<file path="config.mk">
export PLATFORM = sky130hd
export DESIGN_NAME = iex_core
export DESIGN_NICKNAME = d
export VERILOG_FILES = /design/src/shared/iex_pkg.sv /design/src/rtl/iex_core.sv
export VERILOG_INCLUDE_DIRS = /design/src /design/src/shared
export SDC_FILE = /design/constraint.sdc
export NUM_CORES = 1
export LEC_CHECK = 0
export BUFFER_PORTS_ARGS = -buffer_cell sky130_fd_sc_hd__buf_2
export CAP_MARGIN = 10
export CORE_UTILIZATION = 60
export DETAILED_ROUTE_END_ITERATION = 7
export MAX_ROUTING_LAYER = met4
export PLACE_DENSITY = 0.9
export SLEW_MARGIN = 20
export SYNTH_ARGS = -nofsm -noshare
export SYNTH_HDL_FRONTEND = slang
export SYNTH_SLANG_ARGS = --single-unit
export TNS_END_PERCENT = 1
</file>
<file path="constraint.sdc">
create_clock -name clock -period 6.05 [get_ports clock]
set_input_delay 0.3025 -clock clock [delete_from_list [all_inputs] [get_ports clock]]
set_output_delay 0.3025 -clock clock [all_outputs]
set_load 0.1 [all_outputs]
</file>
<file path="src/shared/iex_params.svh">
`ifndef IEX_PARAMS_SVH
`define IEX_PARAMS_SVH
// data and address widths
`define IEX_DATA_W 8
`define IEX_ADDR_W 7
`define IEX_PC_W 13
`define IEX_STACK_DEPTH 8
`define IEX_WDT_W 8
`define IEX_PRE_W 8
// status field positions
`define IEX_ST_C 0
`define IEX_ST_HC 1
`define IEX_ST_Z 2
`define IEX_ST_PWD 3
`define IEX_ST_EXP 4
// reset values
`define IEX_STATUS_RST 8'h18
`define IEX_WDT_CLEAR 8'h00
`define IEX_PRE_CLEAR 8'h00
// cycles taken by the return
`define IEX_RET_CYCLES 2'h2
`endif

</file>
<file path="src/shared/iex_pkg.sv">
package iex_pkg;
  // operations decoded by the core ahead of this datapath
  typedef enum logic [3:0] {
    IEX_NOP = 4'h0,
    IEX_SLEEP = 4'h1,
    IEX_RET = 4'h2,
    IEX_SUBL = 4'h3,
    IEX_SUBF = 4'h4,
    IEX_RORC = 4'h5,
    IEX_SWAP = 4'h6,
    IEX_XORL = 4'h7,
    IEX_XORF = 4'h8
  } iex_op_t;
  // control states, one-hot
  typedef enum logic [2:0] {
    IEX_S_RUN = 3'b001,
    IEX_S_RET2 = 3'b010,
    IEX_S_HALT = 3'b100
  } iex_state_t;
endpackage

</file>
<file path="src/rtl/iex_core.sv">
`timescale 1ns/1ps
`default_nettype none
`include "iex_params.svh"
// Function
// - halt instruction clears watchdog counter and its prescaler to zero.
// - halt sets watchdog expiry flag, clears power-down flag, other flags kept.
// - halt enters low-power state with main oscillator stopped.
// - return pops stack into program counter, two cycles, flags unchanged.
// - literal minus accumulator into accumulator, updates carry, half carry, zero.
// - file minus accumulator, updates carry, half carry, zero; 7-bit file address.
// - destination bit 0 writes accumulator, 1 writes the file register back.
// - rotate file right through carry, only carry changes, result to destination.
// - swap file nibbles into destination, no flags change.
// - accumulator xor literal into accumulator, only zero flag changes.
// - accumulator xor file into destination, only zero flag changes.
module iex_core (
  input wire logic clock,
  input wire logic rst_b,
  input wire logic op_valid,
  input wire iex_pkg::iex_op_t op_code,
  input wire logic [`IEX_DATA_W-1:0] op_literal,
  input wire logic [`IEX_ADDR_W-1:0] op_file_addr,
  input wire logic op_dest,
  input wire logic [`IEX_DATA_W-1:0] file_rdata,
  input wire logic wake,
  input wire logic wdt_tick,
  input wire logic push_valid,
  input wire logic [`IEX_PC_W-1:0] push_pc,
  output logic op_ready,
  output logic [`IEX_ADDR_W-1:0] file_addr,
  output logic file_we,
  output logic [`IEX_DATA_W-1:0] file_wdata,
  output logic [`IEX_DATA_W-1:0] acc,
  output logic [`IEX_DATA_W-1:0] status,
  output logic [`IEX_PC_W-1:0] pc,
  output logic pc_load,
  output logic [`IEX_WDT_W-1:0] wdt_count,
  output logic [`IEX_PRE_W-1:0] wdt_prescale,
  output logic osc_run,
  output logic sleeping
);
  ////////////////////////////////////////////////////////////////////////////
  // subtraction a - b with no-borrow carry and half carry
  function automatic logic [`IEX_DATA_W+1:0] iex_sub(input logic [`IEX_DATA_W-1:0] a,
                                                   input logic [`IEX_DATA_W-1:0] b);
    logic [`IEX_DATA_W:0] full;
    logic [4:0] low;
    full = {1'b0, a} + {1'b0, ~b} + 9'h001;
    low = {1'b0, a[3:0]} + {1'b0, ~b[3:0]} + 5'h01;
    return {low[4], full[`IEX_DATA_W], full[`IEX_DATA_W-1:0]};
  endfunction

  iex_pkg::iex_state_t state_reg, state_next;
  logic [`IEX_DATA_W-1:0] acc_reg, acc_next;
  logic [`IEX_DATA_W-1:0] status_reg, status_next;
  logic [`IEX_PC_W-1:0] pc_reg, pc_next;
  logic pc_load_reg, pc_load_next;
  logic file_we_reg, file_we_next;
  logic [`IEX_DATA_W-1:0] file_wdata_reg, file_wdata_next;
  logic [`IEX_ADDR_W-1:0] file_addr_reg, file_addr_next;
  logic [`IEX_WDT_W-1:0] wdt_reg, wdt_next;
  logic [`IEX_PRE_W-1:0] pre_reg, pre_next;
  logic [`IEX_PC_W-1:0] stack_reg [`IEX_STACK_DEPTH];
  logic [`IEX_PC_W-1:0] stack_next [`IEX_STACK_DEPTH];
  logic [2:0] sp_reg, sp_next;
  logic wake_s1_reg, wake_s2_reg;

  ////////////////////////////////////////////////////////////////////////////
  // wake pin synchroniser
  always_ff @(posedge clock or negedge rst_b) begin
    if (!rst_b) begin
      wake_s1_reg <= 1'b0;
      wake_s2_reg <= 1'b0;
    end else begin
      wake_s1_reg <= wake;
      wake_s2_reg <= wake_s1_reg;
    end
  end

  ////////////////////////////////////////////////////////////////////////////
  // next-state logic for the datapath
  always_comb begin
    logic [`IEX_DATA_W+1:0] diff;
    logic [`IEX_DATA_W-1:0] res;
    logic [2:0] sp_dec;
    diff = '0;
    res = '0;
    sp_dec = sp_reg - 3'h1;
    state_next = state_reg;
    acc_next = acc_reg;
    status_next = status_reg;
    pc_next = pc_reg;
    pc_load_next = 1'b0;
    file_we_next = 1'b0;
    file_wdata_next = file_wdata_reg;
    file_addr_next = op_file_addr;
    wdt_next = wdt_reg;
    pre_next = pre_reg;
    sp_next = sp_reg;
    for (int i = 0; i < `IEX_STACK_DEPTH; i++) begin
      stack_next[i] = stack_reg[i];
    end
    // watchdog prescaler advances on each tick, counter only on a tick that wraps the prescaler from ff
    if (wdt_tick) begin
      pre_next = pre_reg + 8'h01;
      if (pre_reg == 8'hff) begin
        wdt_next = wdt_reg + 8'h01;
      end
    end
    // call pushes come from the sequencer outside this datapath
    if (push_valid && state_reg == iex_pkg::IEX_S_RUN) begin
      stack_next[sp_reg] = push_pc;
      sp_next = sp_reg + 3'h1;
    end
    case (state_reg)
      iex_pkg::IEX_S_RUN: begin
        if (op_valid) begin
          case (op_code)
            iex_pkg::IEX_SLEEP: begin
              wdt_next = `IEX_WDT_CLEAR;
              pre_next = `IEX_PRE_CLEAR;
              status_next[`IEX_ST_EXP] = 1'b1;
              status_next[`IEX_ST_PWD] = 1'b0;
              state_next = iex_pkg::IEX_S_HALT;
            end
            iex_pkg::IEX_RET: begin
              sp_next = sp_dec;
              pc_next = stack_reg[sp_dec];
              pc_load_next = 1'b1;
              state_next = iex_pkg::IEX_S_RET2;
            end
            iex_pkg::IEX_SUBL, iex_pkg::IEX_SUBF: begin
              if (op_code == iex_pkg::IEX_SUBL) begin
                diff = iex_sub(op_literal, acc_reg);
              end else begin
                diff = iex_sub(file_rdata, acc_reg);
              end
              res = diff[`IEX_DATA_W-1:0];
              status_next[`IEX_ST_C] = diff[`IEX_DATA_W];
              status_next[`IEX_ST_HC] = diff[`IEX_DATA_W+1];
              status_next[`IEX_ST_Z] = (res == 8'h00);
            end
            iex_pkg::IEX_RORC: begin
              res = {status_reg[`IEX_ST_C], file_rdata[`IEX_DATA_W-1:1]};
              status_next[`IEX_ST_C] = file_rdata[0];
            end
            iex_pkg::IEX_SWAP: begin
              res = {file_rdata[3:0], file_rdata[7:4]};
            end
            iex_pkg::IEX_XORL, iex_pkg::IEX_XORF: begin
              if (op_code == iex_pkg::IEX_XORL) begin
                res = acc_reg ^ op_literal;
              end else begin
                res = acc_reg ^ file_rdata;
              end
              status_next[`IEX_ST_Z] = (res == 8'h00);
            end
            default: begin
            end
          endcase
          // result routing: literal ops always to the accumulator
          case (op_code)
            iex_pkg::IEX_SUBL, iex_pkg::IEX_XORL: begin
              acc_next = res;
            end
            iex_pkg::IEX_SUBF, iex_pkg::IEX_RORC, iex_pkg::IEX_SWAP, iex_pkg::IEX_XORF: begin
              if (op_dest) begin
                file_we_next = 1'b1;
                file_wdata_next = res;
              end else begin
                acc_next = res;
              end
            end
            default: begin
            end
          endcase
        end
      end
      iex_pkg::IEX_S_RET2: begin
        state_next = iex_pkg::IEX_S_RUN;
      end
      iex_pkg::IEX_S_HALT: begin
        if (wake_s2_reg) begin
          state_next = iex_pkg::IEX_S_RUN;
        end
      end
      default: begin
        state_next = iex_pkg::IEX_S_RUN;
      end
    endcase
  end

  ////////////////////////////////////////////////////////////////////////////
  // datapath registers
  always_ff @(posedge clock or negedge rst_b) begin
    if (!rst_b) begin
      state_reg <= iex_pkg::IEX_S_RUN;
      acc_reg <= 8'h00;
      status_reg <= `IEX_STATUS_RST;
      pc_reg <= 13'h0000;
      pc_load_reg <= 1'b0;
      file_we_reg <= 1'b0;
      file_wdata_reg <= 8'h00;
      file_addr_reg <= 7'h00;
      wdt_reg <= `IEX_WDT_CLEAR;
      pre_reg <= `IEX_PRE_CLEAR;
      sp_reg <= 3'h0;
      for (int i = 0; i < `IEX_STACK_DEPTH; i++) begin
        stack_reg[i] <= 13'h0000;
      end
    end else begin
      state_reg <= state_next;
      acc_reg <= acc_next;
      status_reg <= status_next;
      pc_reg <= pc_next;
      pc_load_reg <= pc_load_next;
      file_we_reg <= file_we_next;
      file_wdata_reg <= file_wdata_next;
      file_addr_reg <= file_addr_next;
      wdt_reg <= wdt_next;
      pre_reg <= pre_next;
      sp_reg <= sp_next;
      for (int i = 0; i < `IEX_STACK_DEPTH; i++) begin
        stack_reg[i] <= stack_next[i];
      end
    end
  end

  ////////////////////////////////////////////////////////////////////////////
  // outputs
  assign op_ready = (state_reg == iex_pkg::IEX_S_RUN);
  assign osc_run = (state_reg != iex_pkg::IEX_S_HALT);
  assign sleeping = (state_reg == iex_pkg::IEX_S_HALT);
  assign acc = acc_reg;
  assign status = status_reg;
  assign pc = pc_reg;
  assign pc_load = pc_load_reg;
  assign file_we = file_we_reg;
  assign file_wdata = file_wdata_reg;
  assign file_addr = file_addr_reg;
  assign wdt_count = wdt_reg;
  assign wdt_prescale = pre_reg;
endmodule
`default_nettype wire

</file>
==> flow_metrics.env <==
export IMPL_layout_drive_gt1_share_pct=34.0
export IMPL_final_max_slew_viol_count=0
export IMPL_fin_nets=915
export IMPL_cp_end_kind="flop"
export IMPL_hpwl_um=13900
export IMPL_r2r_slack_ps=3070
export IMPL_max_cap_violations=0
export IMPL_period_needed_ps=2980
export IMPL_yosys_top_cells_area="dfrtp_1 (47%), mux2_2 (12%), mux4_2 (6.6%), ha_1 (3.1%), mux2i_1 (2.5%)"
export IMPL_finalWorstSetupSlack_ps=3070
export IMPL_slew_headroom_pct=20.5
export IMPL_cts_tree="yes"
export IMPL_die_height_um=124
export IMPL_cp_start_kind="flop"
export IMPL_routed_wirelength_um=20900
export IMPL_synthDominantCellAreaShare_pct=47.2
export IMPL_rsz0062_at_grt="no"
export IMPL_post_synth_top_area_cell="dfrtp_1"
export IMPL_grt_max_degree=91
export IMPL_cp_arrival_ps=3270
export IMPL_synth_async_reset_ratio_pct=100
export IMPL_start_util_pct=61.3
export IMPL_total_power_mw=6.18
export IMPL_ys_types=71
export IMPL_largest_register_ffs=104
export IMPL_ys_ff_latch=170
export IMPL_cts_sinks=170
export IMPL_synth_cells=744
export IMPL_overflow=0
export IMPL_drt_iter0_markers=435
export IMPL_critPathKind="flop to flop"
export IMPL_synth_flop_cell="dfrtp_1"
export IMPL_dieArea_um2=15300
export IMPL_io_pins=112
export IMPL_post_drt_wl_per_cell_um=20.0
export IMPL_fin_cells=1042
export IMPL_vias_per_cell=6.29
export IMPL_yosysSeqAreaShare_pct=47.8
export IMPL_grt_pass1_vias=6371
export IMPL_hold_viol_final=0
export IMPL_vias=6556
export IMPL_holdCritPathClass="input port to flop"
export IMPL_power_density_nw_per_um2=605
export IMPL_yosys_cell_count_top_type="dfrtp_1"
export IMPL_dp_slack_ps=2860
export IMPL_grt_pass1_wl_um=32900
export IMPL_fin_tns_setup_ps=0
export IMPL_timing_hold_ws_ps=195
export IMPL_h_tree_depth=4
export IMPL_syn_area_per_cell_um2=12.0
export IMPL_ir_worst_vdd_v=0.000362
export IMPL_numCtsBuffers=17
export IMPL_cp_max_fo=29
export IMPL_dr_pass1_iters=7
export IMPL_cellLeakagePower_nw=4.69
export IMPL_globalplace_congestion=1.00
export IMPL_synth_warnings=0
export IMPL_clkTransAtPathRegs_ps=70
export IMPL_drc=0
export IMPL_fp_dieW_um=124
export IMPL_placedCellCount=999
export IMPL_worstMarginPinSlew_ps=1190
export IMPL_ant_nets=0
export IMPL_outcome="finished, final reports clean"
export IMPL_synth_edf_count=0
export IMPL_antenna_found_initial=1
export IMPL_cp_required_ps=6340
export IMPL_syn2layout_area_growth_pct=14.7
export IMPL_grt_use_total_pct=29.5
export IMPL_finClkSkew_ps=7.30
export IMPL_synthTopCellsByCount="dfrtp_1 (168), mux2_2 (95), nand2_1 (50)"
export IMPL_clock_latency_ps=430
export IMPL_port_buffers=107
export IMPL_synth_area_um2=8900
export IMPL_coreArea_um2=14500
export IMPL_num_rows=44
export IMPL_root_buffer="clkbuf_16"
export IMPL_timing_fmax_ghz=0.335
export IMPL_min_period_over_period_pct=49.3
export IMPL_post_cts_resized=0
export IMPL_setup_viol=0
export IMPL_clockBufferDepth=2
[metrics by stage]
stage / util (%) / cell area (um2)
final: 70.3 / 10200
after global routing: 70.3 / 10200
after CTS: 70.2 / 10200
after detailed placement: 65.5 / 9520
after global placement: 65.5 / 9520
after floorplan: - / 8910
[area by class of cell]
type / instances / area [um2]
Multi-Input combinational cell: 510 / 4360
Antenna cell: 1 / 2.50
Clock inverter: 13 / 134
Clock buffer: 19 / 453
Fill cell: 1027 / 4320
Sequential cell: 170 / 4260
Inverter: 21 / 78.8
Tap cell: 184 / 230
Timing Repair Buffer: 124 / 693
[cell families (layout without fill, tap and decap cells)]
logic type	after synthesis	count (layout)	share of synthesized area (%)
xor gates and xnor gates	36	36	3.54
other	2	5	0.0843
buffers and inverters	66	177	3.41
AOI/OAI and AO/OA	124	124	9.43
DFF	170	170	47.8
muxes	155	155	22.6
adders and majority gates	24	24	3.54
and+or+nand+nor	167	167	9.61
[power by group]
group / total, mW / internal, mW / switching (mW) / leakage, nW
Clock: 1.08 / 0.601 / 0.475 / 0.284
Combinational: 3.07 / 1.18 / 1.89 / 2.31
Sequential: 2.04 / 1.62 / 0.417 / 2.10
[placed cells by master, fill, tap and decap left out, types with 4 or more instances in the layout]
cell / Yosys / final
dlygate4sd3_1: 0 / 9
mux2_1: 12 / 12
a21oi_1: 24 / 24
nand3_1: 14 / 14
nand2_1: 50 / 50
xnor2_1: 15 / 15
and3_1: 5 / 5
mux2i_1: 22 / 22
clkbuf_16: 0 / 17
buf_4: 8 / 6
dfrtp_1: 168 / 167
inv_1: 20 / 20
o221a_2: 5 / 5
inv_8: 0 / 4
nand4_1: 6 / 6
mux4_2: 26 / 26
a221oi_1: 6 / 6
o22ai_1: 9 / 9
nor3_1: 4 / 4
nor2b_1: 10 / 10
ha_1: 22 / 21
xor2_1: 21 / 20
buf_2: 15 / 107
a21o_1: 5 / 5
nand2b_1: 12 / 12
conb_1: 2 / 4
mux2_2: 95 / 95
a22oi_1: 5 / 5
o21ai_0: 36 / 36
a31oi_1: 4 / 4
nor2_1: 38 / 38
[critical path, cell delays in order (launching register included)]
cell     delay, ps
dfrtp_2        990
inv_1          220
ha_2           280
xor2_2         940
mux2i_1        300
o21ai_0        110
[repair_timing]
item | in CTS | in global routing
endpoints found under the setup margin | 0 | 0
buffers inserted | 0 | 0
hold endpoints to repair | 95 | 0
hold buffers | 9 | 0
[path summary, 6_finish.rpt]
check,cells after the start,end,start
worst min-delay path,2,stack_reg[61]$_DFFE_PN0P_,push_pc[9]
worst max-delay path,5,pc[2]$_DFFE_PN0P_,sp_reg[0]$_DFF_PN0_
worst max register to register,5,pc[2]$_DFFE_PN0P_,sp_reg[0]$_DFF_PN0_
min in group asynchronous,2,file_wdata[2]$_DFFE_PN0P_,rst_b
worst min register to register,0,wake_s2_reg$_DFF_PN0_,wake_s1_reg$_DFF_PN0_
max in group asynchronous,3,wdt_prescale[4]$_DFF_PN0_,rst_b
[routing by layer]
metal | wire length [um] | global-route usage [%]
met1 | 8630 | 37.3
met2 | 10100 | 46.2
met3 | 1430 | 5.95
met4 | 663 | 13.5
met5 | 0 | -
(Power assumes the default switching activity.)
